[config.mk]
export PLATFORM = sky130hd
export DESIGN_NAME = ife_unit
export DESIGN_NICKNAME = d
export VERILOG_FILES = /design/src/hdl/ife_pkg.sv /design/src/hdl/ife_enable_reg.sv /design/src/hdl/ife_unit.sv
export SDC_FILE = /design/constraint.sdc
export NUM_CORES = 1
export LEC_CHECK = 0
export ABC_AREA = 1
export BUFFER_PORTS_ARGS = -buffer_cell sky130_fd_sc_hd__buf_4
export CAP_MARGIN = 30
export CORE_ASPECT_RATIO = 0.9
export CORE_MARGIN = 1.5
export CORE_UTILIZATION = 35
export DETAILED_ROUTE_END_ITERATION = 7
export PLACE_DENSITY = 0.68
export SLEW_MARGIN = 20
export SYNTH_ARGS = -nofsm -noshare
export SYNTH_HDL_FRONTEND = slang
export SYNTH_SLANG_ARGS = --single-unit
export TNS_END_PERCENT = 30
[constraint.sdc]
create_clock -name clk -period 1.25 [get_ports clk]
set_input_delay 0.25 -clock clk [delete_from_list [all_inputs] [get_ports clk]]
set_output_delay 0.25 -clock clk [all_outputs]
set_load 0.05 [all_outputs]
[src/hdl/ife_pkg.sv]
package ife_pkg;
   // bus and register widths
   localparam int DATA_W  = 8;
   localparam int NFLAG   = 7;
   localparam int SEL_W   = 4;
   localparam int SUM_BIT = 7;  // summary bit of the flag register, set/clear select of the enable write

   // register select codes
   localparam logic [SEL_W-1:0] REG_PORT_B    = 4'h0;
   localparam logic [SEL_W-1:0] REG_PORT_A    = 4'h1;
   localparam logic [SEL_W-1:0] REG_FLAGS     = 4'hd;
   localparam logic [SEL_W-1:0] REG_ENABLE    = 4'he;
   localparam logic [SEL_W-1:0] REG_PORT_A_NH = 4'hf;

   // flag bit positions
   localparam int FLG_PORT_A_LINE_2 = 0;
   localparam int FLG_PORT_A_LINE_1 = 1;
   localparam int FLG_SR            = 2;
   localparam int FLG_PORT_B_LINE_2 = 3;
   localparam int FLG_PORT_B_LINE_1 = 4;
   localparam int FLG_T2            = 5;
   localparam int FLG_T1            = 6;

   // reset values
   localparam logic [NFLAG-1:0]  FLAGS_RST = 7'h00;
   localparam logic [NFLAG-1:0]  EN_RST    = 7'h00;
   localparam logic [DATA_W-1:0] DOUT_RST  = 8'h00;
endpackage

[src/hdl/ife_enable_reg.sv]
// enable register with bit-selective set or clear write
module ife_enable_reg (
   // clock and reset
   input  wire logic                           clk,
   input  wire logic                           rstn,
   // write strobe and data
   input  wire logic                           wr,
   input  wire logic [ife_pkg::DATA_W-1:0]     wdata,
   // enable state
   output logic      [ife_pkg::NFLAG-1:0]      en
);
   import ife_pkg::*;

   logic [NFLAG-1:0] next_en;

   // data bit 7 picks set or clear, ones select the bits touched
   always_comb begin
      next_en = en;
      if (wr) begin
         if (wdata[SUM_BIT]) begin
            next_en = en | wdata[NFLAG-1:0];
         end else begin
            next_en = en & ~wdata[NFLAG-1:0];
         end
      end
   end

   // enable storage, all disabled after reset
   always_ff @(posedge clk or negedge rstn) begin
      if (!rstn) begin
         en <= EN_RST;
      end else begin
         en <= next_en;
      end
   end
endmodule

[src/hdl/ife_unit.sv]
module ife_unit (
   // clock and reset
   input  wire logic                           clk,
   input  wire logic                           rstn,
   // processor register bus
   input  wire logic                           chip_sel,
   input  wire logic                           chip_sel2_n,
   input  wire logic [ife_pkg::SEL_W-1:0]      reg_sel,
   input  wire logic                           read_not_write,
   input  wire logic [ife_pkg::DATA_W-1:0]     data_in,
   output logic      [ife_pkg::DATA_W-1:0]     data_out,
   output logic                                data_oe,
   // interrupt request, open drain
   output logic                                irq_n,
   output logic                                irq_oe,
   // flag sources
   input  wire logic [ife_pkg::NFLAG-1:0]      flag_set,
   input  wire logic [ife_pkg::NFLAG-1:0]      flag_service_clr,
   // control-line configuration
   input  wire logic                           port_a_line_2_independent,
   input  wire logic                           port_b_line_2_independent
);
   import ife_pkg::*;

   function automatic logic hit(input logic [SEL_W-1:0] sel, input logic [SEL_W-1:0] code);
      hit = (sel == code);
   endfunction

   function automatic logic summary(input logic [NFLAG-1:0] f, input logic [NFLAG-1:0] e);
      summary = |(f & e);
   endfunction

   // enable value after this cycle's write, same update as the enable register
   function automatic logic [NFLAG-1:0] en_after(input logic [NFLAG-1:0] e, input logic w,
                                                 input logic [DATA_W-1:0] d);
      en_after = e;
      if (w) begin
         en_after = d[SUM_BIT] ? (e | d[NFLAG-1:0]) : (e & ~d[NFLAG-1:0]);
      end
   endfunction

   logic [NFLAG-1:0]  flags;
   logic [NFLAG-1:0]  en;
   logic [NFLAG-1:0]  next_flags;
   logic [DATA_W-1:0] next_data_out;
   logic              next_data_oe;
   logic              next_irq_n;
   logic              acc;
   logic              wr_flags;
   logic              wr_en;
   logic              rd_flags;
   logic              rd_en;
   logic              port_a_acc;
   logic              port_b_acc;
   logic [NFLAG-1:0]  port_clr;

   // access decode
   assign acc        = chip_sel & ~chip_sel2_n;
   assign wr_flags   = acc & ~read_not_write & hit(reg_sel, REG_FLAGS);
   assign wr_en      = acc & ~read_not_write & hit(reg_sel, REG_ENABLE);
   assign rd_flags   = acc & read_not_write & hit(reg_sel, REG_FLAGS);
   assign rd_en      = acc & read_not_write & hit(reg_sel, REG_ENABLE);
   assign port_a_acc = acc & (hit(reg_sel, REG_PORT_A) | hit(reg_sel, REG_PORT_A_NH));
   assign port_b_acc = acc & hit(reg_sel, REG_PORT_B);

   // port accesses clear line 1 flags, and line 2 flags unless line 2 is independent
   always_comb begin
      port_clr          = '0;
      port_clr[FLG_PORT_A_LINE_1] = port_a_acc;
      port_clr[FLG_PORT_A_LINE_2] = port_a_acc & ~port_a_line_2_independent;
      port_clr[FLG_PORT_B_LINE_1] = port_b_acc;
      port_clr[FLG_PORT_B_LINE_2] = port_b_acc & ~port_b_line_2_independent;
   end

   // enable register
   ife_enable_reg u_enable (
      .clk   (clk),
      .rstn  (rstn),
      .wr    (wr_en),
      .wdata (data_in),
      .en    (en)
   );

   // flag next state, a set event wins over any clear
   always_comb begin
      next_flags = flags;
      if (wr_flags) begin
         next_flags = next_flags & ~data_in[NFLAG-1:0];
      end
      next_flags = next_flags & ~flag_service_clr & ~port_clr;
      next_flags = next_flags | flag_set;
   end

   // request tracks the registered flags and enables
   always_comb begin
      next_irq_n = ~summary(next_flags, en_after(en, wr_en, data_in));
   end

   // read data, driven the cycle after a read access
   always_comb begin
      next_data_out = data_out;
      next_data_oe  = 1'b0;
      if (rd_flags) begin
         next_data_out = {summary(flags, en), flags};
         next_data_oe  = 1'b1;
      end else if (rd_en) begin
         next_data_out = {1'b0, en};
         next_data_oe  = 1'b1;
      end else if (acc & read_not_write) begin
         next_data_out = DOUT_RST;
         next_data_oe  = 1'b1;
      end
   end

   // state registers
   always_ff @(posedge clk or negedge rstn) begin
      if (!rstn) begin
         flags    <= FLAGS_RST;
         irq_n    <= 1'b1;
         irq_oe   <= 1'b0;
         data_out <= DOUT_RST;
         data_oe  <= 1'b0;
      end else begin
         flags    <= next_flags;
         irq_n    <= next_irq_n;
         irq_oe   <= ~next_irq_n;
         data_out <= next_data_out;
         data_oe  <= next_data_oe;
      end
   end

   // checks
   property p_flag_clear;
      @(posedge clk) disable iff (!rstn)
         (wr_flags && flag_set == '0) |=> ((flags & $past(data_in[NFLAG-1:0])) == '0);
   endproperty
   a_flag_clear: assert property (p_flag_clear) else $error("written flag not cleared");

   property p_flag_keep;
      @(posedge clk) disable iff (!rstn)
         (wr_flags && flag_set == '0 && flag_service_clr == '0 && port_clr == '0) |=>
            ((flags & ~$past(data_in[NFLAG-1:0])) == ($past(flags) & ~$past(data_in[NFLAG-1:0])));
   endproperty
   a_flag_keep: assert property (p_flag_keep) else $error("flag written zero changed");

   property p_summary_read;
      @(posedge clk) disable iff (!rstn)
         rd_flags |=> (data_oe && data_out[SUM_BIT] == ~$past(irq_n));
   endproperty
   a_summary_read: assert property (p_summary_read) else $error("summary bit differs from request");

   property p_irq_tracks;
      @(posedge clk) disable iff (!rstn)
         (irq_n == ~summary(flags, en)) && (irq_oe == ~irq_n);
   endproperty
   a_irq_tracks: assert property (p_irq_tracks) else $error("request not equal to flag and enable");

   property p_enable_clear;
      @(posedge clk) disable iff (!rstn)
         (wr_en && !data_in[SUM_BIT]) |=> ((en & $past(data_in[NFLAG-1:0])) == '0);
   endproperty
   a_enable_clear: assert property (p_enable_clear) else $error("enable not cleared");

   property p_enable_set;
      @(posedge clk) disable iff (!rstn)
         (wr_en && data_in[SUM_BIT]) |=>
            ((en & ~$past(data_in[NFLAG-1:0])) == ($past(en) & ~$past(data_in[NFLAG-1:0])))
            && ((en & $past(data_in[NFLAG-1:0])) == $past(data_in[NFLAG-1:0]));
   endproperty
   a_enable_set: assert property (p_enable_set) else $error("enable set wrong");

   property p_enable_read;
      @(posedge clk) disable iff (!rstn)
         rd_en |=> (data_oe && data_out == {1'b0, $past(en)});
   endproperty
   a_enable_read: assert property (p_enable_read) else $error("enable read wrong");

   property p_read_strobe;
      @(posedge clk) disable iff (!rstn)
         !(acc && read_not_write) |=> !data_oe;
   endproperty
   a_read_strobe: assert property (p_read_strobe) else $error("read strobe without read access");

   property p_indep_keep;
      @(posedge clk) disable iff (!rstn)
         (port_a_acc && port_a_line_2_independent && !wr_flags && !flag_service_clr[FLG_PORT_A_LINE_2]) |=>
            (flags[FLG_PORT_A_LINE_2] == $past(flags[FLG_PORT_A_LINE_2]) || $past(flag_set[FLG_PORT_A_LINE_2]));
   endproperty
   a_indep_keep: assert property (p_indep_keep) else $error("independent flag cleared by port access");

   property p_indep_keep_b;
      @(posedge clk) disable iff (!rstn)
         (port_b_acc && port_b_line_2_independent && !wr_flags && !flag_service_clr[FLG_PORT_B_LINE_2]) |=>
            (flags[FLG_PORT_B_LINE_2] == $past(flags[FLG_PORT_B_LINE_2]) || $past(flag_set[FLG_PORT_B_LINE_2]));
   endproperty
   a_indep_keep_b: assert property (p_indep_keep_b) else $error("independent flag cleared by port access");

   property p_sticky;
      @(posedge clk) disable iff (!rstn)
         (!wr_flags && flag_service_clr == '0 && port_clr == '0) |=> ((flags & $past(flags)) == $past(flags));
   endproperty
   a_sticky: assert property (p_sticky) else $error("flag dropped without clear");

   property p_set_wins;
      @(posedge clk) disable iff (!rstn)
         (flag_set != '0) |=> ((flags & $past(flag_set)) == $past(flag_set)) ##1 (irq_n == ~summary(flags, en));
   endproperty
   a_set_wins: assert property (p_set_wins) else $error("set event lost");

   // main scenarios
   c_irq_assert:  cover property (@(posedge clk) disable iff (!rstn) $fell(irq_n));
   c_flag_clear:  cover property (@(posedge clk) disable iff (!rstn) wr_flags ##1 $rose(irq_n));
   c_en_disable:  cover property (@(posedge clk) disable iff (!rstn) (wr_en && !data_in[SUM_BIT] && !irq_n) ##1 irq_n);
   c_indep_port:  cover property (@(posedge clk) disable iff (!rstn)
                     port_a_acc && port_a_line_2_independent && flags[FLG_PORT_A_LINE_2]);
   c_poll_req:    cover property (@(posedge clk) disable iff (!rstn) rd_flags && !irq_n);
endmodule

==> results of run 1 <==
## worst paths after layout
kind                                          startpoint                 endpoint  depth (start not counted)
worst max-delay path                     irq_n$_DFF_PN1_                    irq_n                          1
worst min-delay path                         flag_set[6]       flags[6]$_DFF_PN0_                          2
worst max register to register  u_enable.en[3]$_DFF_PN0_         irq_oe$_DFF_PN0_                          8
worst min register to register   data_out[7]$_DFFE_PN0P_  data_out[7]$_DFFE_PN0P_                          2
max in group asynchronous                           rstn          irq_n$_DFF_PN1_                          2
min in group asynchronous                           rstn       flags[3]$_DFF_PN0_                          2
## power by group through the flow
stage | registers [uW] | clock network [uW] | logic (uW)
CTS | 909 | 503 | 483
global route | 919 | 528 | 567
finish | 911 | 486 | 518
detailed placement | 924 | 0 | 479
floorplan | 1020 | 0 | 180
global placement | 923 | 0 | 477
## synthesized netlist by cell type (2+ instances only)
master    number  area, um2
nor2_4         3       33.8
nand3_1       11       55.1
o221ai_1       5       43.8
o21ai_1        7       35.0
inv_1         29        109
a21oi_1        5       25.0
nand2_1       47        176
o211ai_1       2       15.0
nand2_2        3       18.8
o21ai_0        3       15.0
dfrtp_1       24        601
nand3_2        2       20.0
nor2_1        15       56.3
## per-layer routing
metal	part of all wire, %	routed length [um]	vias up
met1	46	1510	595
met5	0	0	-
li1	-	-	668
met4	1.6	51	0
met2	46	1500	38
met3	5.7	186	6
## stage by stage
step	total power [uW]	area, um2
after floorplan	1200	1330
after global placement	1400	1730
after detailed placement	1400	1730
after CTS	1890	1790
after global routing	2010	1900
final	1920	1900
## state kept, by name, summed over array words and instances, names as in the netlist
signal       count
data_oe          1
irq_n            1
u_enable.en      7
flags            7
irq_oe           1
data_out         8
## kinds of logic (layout without fill, tap and decap cells)
group,after synthesis,after routing,synth area share (%)
simple gates,86,87,29.9
buf+inv,31,93,9.31
compound gates,27,27,12.9
flops,25,25,47.1
mux,1,1,0.753
## layout make-up
class                      instances  area, um2
timing repair buffer              59        467
clock buffer                       3       41.3
multi-input combinational        115        588
fill                             365       1780
tap                               46       57.6
sequential                        25        627
clock inverter                     1       7.51
inverter                          30        113
## placed cells by master (no fill, tap or decap), drive strengths merged, types with 2 or more instances in the layout
| cell type | synthesis | final |
|---|---|---|
| a21oi | 5 | 5 |
| nor2 | 19 | 19 |
| dfrtp | 24 | 24 |
| o211ai | 2 | 2 |
| clkbuf | 0 | 4 |
| o221ai | 5 | 5 |
| o21ai | 11 | 11 |
| buf | 1 | 57 |
| nand3 | 13 | 13 |
| nand2 | 51 | 52 |
| inv | 30 | 30 |
## timing repair
item / in CTS / in global routing
buffers inserted: 0 / 11
endpoints found under the hold margin: 24 / 0
hold buffers: 1 / 0
setup endpoints to repair: 0 / 3
gates resized for setup: 0 / 7
==> flow_metrics.py, run 1 <==
metrics = {
    "detailed_routing": {
        "vias": 1307,
        "drt_wl_total_um": 3250,
        "drtIter0Drc": 74,
        "wl_per_cell_um": 11.6,
        "drc": 0,
        "ant_nets": 0,
        "avgViaCountPerCell": 4.68,
        "drt_first_pass_iters": 4,
    },
    "timing": {
        "whs_ns": 0.189,
        "tightest_slew_ns": 0.320,
        "setup-violations-final": 0,
        "final_hold_viol_count": 0,
        "rsz0062_at_grt": "true",
        "skew_ns": 0.00472,
        "min_period_ns": 1.21,
        "max_freq_ghz": 0.825,
        "relSlewSlack_pct": 78.6,
        "final.setup.tns_ns": 0,
        "finalCritPeriodShare_pct": 97.0,
        "setup_ws_ns": 0.0380,
        "maxSlewViolCount": 0,
    },
    "clock_tree": {
        "cts_buffers": 3,
        "clock-root-buffer": "clkbuf_8",
        "clock-sinks": 25,
        "cts_max_path_buffers": 2,
        "clk_latency_ns": 0.27,
        "cts_tree": "done",
        "htree_levels": 1,
        "clkTransAtPathRegs_ns": 0.09,
    },
    "grt": {
        "grtUsageMet3_pct": 4.02,
        "top_usage_layer": "met2",
        "met1_usage_pct": 21.5,
        "antenna_found_initial": 0,
        "use_met2_pct": 26.9,
        "gr-total-overflow": 0,
        "grt_max_degree": 26,
        "gr-usage-all-layers_pct": 16.3,
        "grt_pass1_vias": 1172,
        "grt_pass1_wl_um": 4990,
    },
    "yosys": {
        "ys_seq_area_share_pct": 47.1,
        "ys_warn_count": 0,
        "synth-edff-count": 0,
        "async_flop_share_pct": 100,
        "syn_nets": 203,
        "ys_types": 27,
        "synth.avg_cell_area_um2": 7.82,
        "synth-seq-cells": 25,
        "netlist_instances": 170,
        "syn-cell-area_mm2": 0.00133,
        "synth_ff_type": "dfrtp_1",
    },
    "critical_path": {
        "r2r_setup_slack_ns": 0.09,
        "critical-path-max-stage-delay_ns": 0.54,
        "end_kind": "primary output",
        "cp_max_fo": 1,
        "cpMaxStageDelayCell": "dfstp_2",
        "worst-path-buf-inv": 1,
        "crit_chain": "buf_6",
        "cpLargestDelayFamily": "flip-flops",
        "path_class": "reg2out",
        "critPathRequiredTime_ns": 1.00,
        "cp.arrival_ns": 0.96,
        "cp-start-kind": "register",
    },
    "place": {
        "gp_congestion": 0.847,
        "dpl_worst_slack_ns": -0.175,
        "dpl.cell_count": 262,
        "dp_hpwl_um": 2440,
        "port_buffers": 43,
    },
    "floorplan": {
        "fp.dieW_um": 68.0,
        "row_count": 21,
        "die_h_um": 61.5,
        "ios": 44,
        "core_area_mm2": 0.00368,
        "dieArea_mm2": 0.00418,
        "initial_core_util_pct": 36.2,
    },
    "worst_hold_path": {
        "hold_class": "in2reg",
    },
    "power_and_ir_drop": {
        "pwr-share-comb_pct": 27.1,
        "p_int_uw": 1320,
        "leakagePower_uw": 0.00101,
        "power_switching_uw": 595,
        "seqPwrFrac_pct": 47.6,
        "pwr-share-clk_pct": 25.4,
        "ir_drop_uv": 621,
        "powerDensity_mw_per_mm2": 1010,
        "p_sw_share_pct": 31.1,
    },
    "finish": {
        "drive_above_1_share_pct": 34.3,
        "finish.utilization_pct": 51.7,
        "syn_to_final_growth_pct": 42.9,
        "diodes": 0,
        "final_cells": 279,
        "final_nets": 267,
    },
    "run": {
        "drv_cap": 0,
    },
    "run_status": {
        "status": "finished, final reports clean",
    },
}
(Power assumes the default switching activity.)
==> run 2: changes to the inputs <==
--- a/config.mk
+++ b/config.mk
@@ -5,14 +5,13 @@
 export SDC_FILE = /design/constraint.sdc
 export NUM_CORES = 1
 export LEC_CHECK = 0
-export ABC_AREA = 1
 export BUFFER_PORTS_ARGS = -buffer_cell sky130_fd_sc_hd__buf_4
 export CAP_MARGIN = 30
 export CORE_ASPECT_RATIO = 0.9
 export CORE_MARGIN = 1.5
 export CORE_UTILIZATION = 35
 export DETAILED_ROUTE_END_ITERATION = 7
-export PLACE_DENSITY = 0.68
+export PLACE_DENSITY = 0.69
 export SLEW_MARGIN = 20
 export SYNTH_ARGS = -nofsm -noshare
 export SYNTH_HDL_FRONTEND = slang
==> flow_metrics.py, run 2 <==
metrics = {
    "detailed_routing": {
        "drtIter0Drc": 44,
        "wl_per_cell_um": 15.0,
        "ant_nets": 0,
        "drt_wl_total_um": 3250,
        "avgViaCountPerCell": 5.22,
        "drt_first_pass_iters": 4,
        "drc": 0,
        "vias": 1128,
    },
    "finish": {
        "regMostFlops": "data_out",
        "syn_to_final_growth_pct": 49.7,
        "drive_above_1_share_pct": 47.1,
        "regArea_um2": 627,
        "multi_input_area_um2": 551,
        "final_nets": 206,
        "layout_commonest_cell": "buf_4",
        "n_fill_cell": 303,
        "layout_common_cells": "buf_4, dfrtp_1, nand3_1, nand2_1, a22oi_1",
        "reg_top3": "data_out x8, flags x7, u_enable.en x7",
        "largest_reg_flops": 8,
        "diodes": 0,
    },
    "grt": {
        "grt_pass1_wl_um": 5420,
        "antenna_found_initial": 0,
        "grt_pass1_vias": 1202,
        "gr-total-overflow": 0,
        "gr-usage-all-layers_pct": 18.5,
        "grt_max_degree": 26,
    },
    "place": {
        "dp_hpwl_um": 2530,
        "gp_congestion": 0.950,
        "dpl_worst_slack_ns": -0.592,
        "port_buffers": 43,
    },
    "floorplan": {
        "dieArea_mm2": 0.00382,
        "die_h_um": 58.8,
        "initial_core_util_pct": 36.4,
        "core_area_mm2": 0.00333,
        "ios": 44,
        "row_count": 20,
        "fp.dieW_um": 65.0,
    },
    "critical_path": {
        "critPathRequiredTime_ns": 1.46,
        "r2r_cells": 3,
        "r2r_setup_slack_ns": -0.03,
        "cp_max_fo": 4,
        "end_kind": "register",
        "critical-path-max-stage-delay_ns": 0.32,
        "path_class": "in2reg",
        "r2r-end": "irq_n$_DFF_PN1_",
        "crit_chain": "buf_8 -> nor3b_4 -> buf_4 -> nand3_2 -> mux2_4 -> a222oi_1 -> and3_1",
        "cp-start-kind": "primary input",
        "crit_start": "read_not_write",
        "reg2reg_from": "u_enable.en[3]$_DFF_PN0_",
        "crit_path_end": "irq_n$_DFF_PN1_",
        "cpMaxStageDelayCell": "a222oi_1",
        "cp.arrival_ns": 1.68,
    },
    "timing": {
        "tightest_slew_ns": 0.348,
        "min_period_ns": 1.47,
        "rsz0062_at_grt": "true",
        "relSlewSlack_pct": 76.7,
        "skew_ns": 0.00485,
        "finalCritPeriodShare_pct": 118,
        "final.setup.tns_ns": -0.442,
        "setup-violations-final": 2,
        "setup_ws_ns": -0.223,
        "whs_ns": 0.193,
        "final_hold_viol_count": 0,
        "max_freq_ghz": 0.679,
        "maxSlewViolCount": 0,
    },
    "yosys": {
        "synth.avg_cell_area_um2": 10.7,
        "yosys.area.top_type_share_pct": 49.6,
        "async_flop_share_pct": 100,
        "ys_seq_area_share_pct": 51.8,
        "synth_ff_type": "dfrtp_1",
        "yosysMostFrequentCell": "dfrtp_1",
        "ys_top_cells_by_area": "dfrtp_1, a22oi_1, nand3_1",
        "syn_nets": 146,
        "ys_types": 28,
        "ys_warn_count": 0,
        "synthTopCellsByCount": "dfrtp_1, nand3_1, a22oi_1, nand2_1, inv_1",
        "synth-edff-count": 0,
        "synth.largest_area_cell": "dfrtp_1",
        "netlist_instances": 113,
        "synth-seq-cells": 25,
        "syn-cell-area_mm2": 0.00121,
    },
    "power_and_ir_drop": {
        "leakagePower_uw": 0.000866,
        "powerDensity_mw_per_mm2": 1030,
        "ir_drop_uv": 343,
        "power_uw": 1860,
    },
    "clock_tree": {
        "clock-root-buffer": "clkbuf_8",
        "htree_levels": 1,
        "cts_buffers": 3,
        "cts_tree": "done",
        "clock-sinks": 25,
        "clkTransAtPathRegs_ns": 0.08,
        "cts_max_path_buffers": 2,
        "clk_latency_ns": 0.26,
    },
    "run_status": {
        "status": "finished with violations",
        "violations": "negative setup slack",
    },
    "worst_hold_path": {
        "hold_class": "in2reg",
        "min-delay-start": "flag_set[2]",
    },
    "run": {
        "drv_cap": 0,
    },
}
run 2: cell types whose count changed in the layout (fill, tap and decap cells not counted), moves of 5 or more:
cell | previous run | this run
o221ai_1 | 5 | 0
a21oi_1 | 5 | 0
nand2_2 | 5 | 0
nor2_1 | 15 | 0
nand2_1 | 46 | 11
inv_1 | 26 | 8
o21ai_1 | 7 | 1
a22oi_1 | 0 | 9
run 2: per-stage QoR:
stage	utilization [%]	cell area, um2	std cells
2_1_floorplan	-	1230	113
3_3_place_gp	50.6	1680	209
3_5_place_dp	50.6	1680	209
4_1_cts	53.4	1780	216
5_1_grt	54.4	1810	216
6_report	54.4	1810	216
run 2: logic make-up (layout without fill, tap and decap cells):
group | count (synthesis) | in the layout | share of synthesized area [%]
AO/OA/AOI/OAI | 30 | 30 | 18.6
flip-flops | 25 | 25 | 51.8
multiplexers | 7 | 7 | 7.14
buffers and inverters | 15 | 74 | 6.10
AND/OR/NAND/NOR | 36 | 36 | 16.3
run 2: how the worst min path moves through the flow:
stage,endpoint,slack (ns),cells after the start
6_report,flags[2]$_DFF_PN0_,0.19,2
5_1_grt,flags[2]$_DFF_PN0_,0.20,2
4_1_cts,flags[2]$_DFF_PN0_,0.19,2
3_5_place_dp,data_out[0]$_DFFE_PN0P_,0.17,1
3_3_place_gp,data_out[2]$_DFFE_PN0P_,0.16,1
2_1_floorplan,data_oe$_DFF_PN0_,-0.05,0
run 2: final cells by class:
cell class              count  share of cell area (%)
flip-flops and latches     25                    34.6
multi-input cells          73                    30.4
repair buffers             61                    27.6
well taps                  44                    3.04
clock buffers               3                    2.28
inverters                   9                    1.86
clock inverters             1                   0.276
run 2: power breakdown:
group          switching (uW)  internal [uW]
registers                46.2            879
logic                     256            222
clock network             236            222
total                     539           1320
run 2: worst max-delay path, delay by kind of cell:
kind | cells | cell delay [ns]
buf+inv | 2 | 0.27
compound gates | 1 | 0.32
simple gates | 3 | 0.54
mux | 1 | 0.31
run 2: timing repair:
item                                    in CTS  in global routing
resized for setup                            7                  7
hold buffers                                 1                  0
pin swaps                                    6                  5
endpoints found under the setup margin       2                  5
endpoints found under the hold margin       24                  0
cloned                                       0                  0
buffers inserted                             2                  0
run 2: metal layers:
layer / share of wire (%) / wire length (um) / GRT usage, %
met1: 40 / 1290 / 22.0
met2: 54 / 1770 / 35.2
met3: 5.5 / 179 / 2.68
met4: 0.28 / 9 / 4.56
met5: 0 / 0 / 0
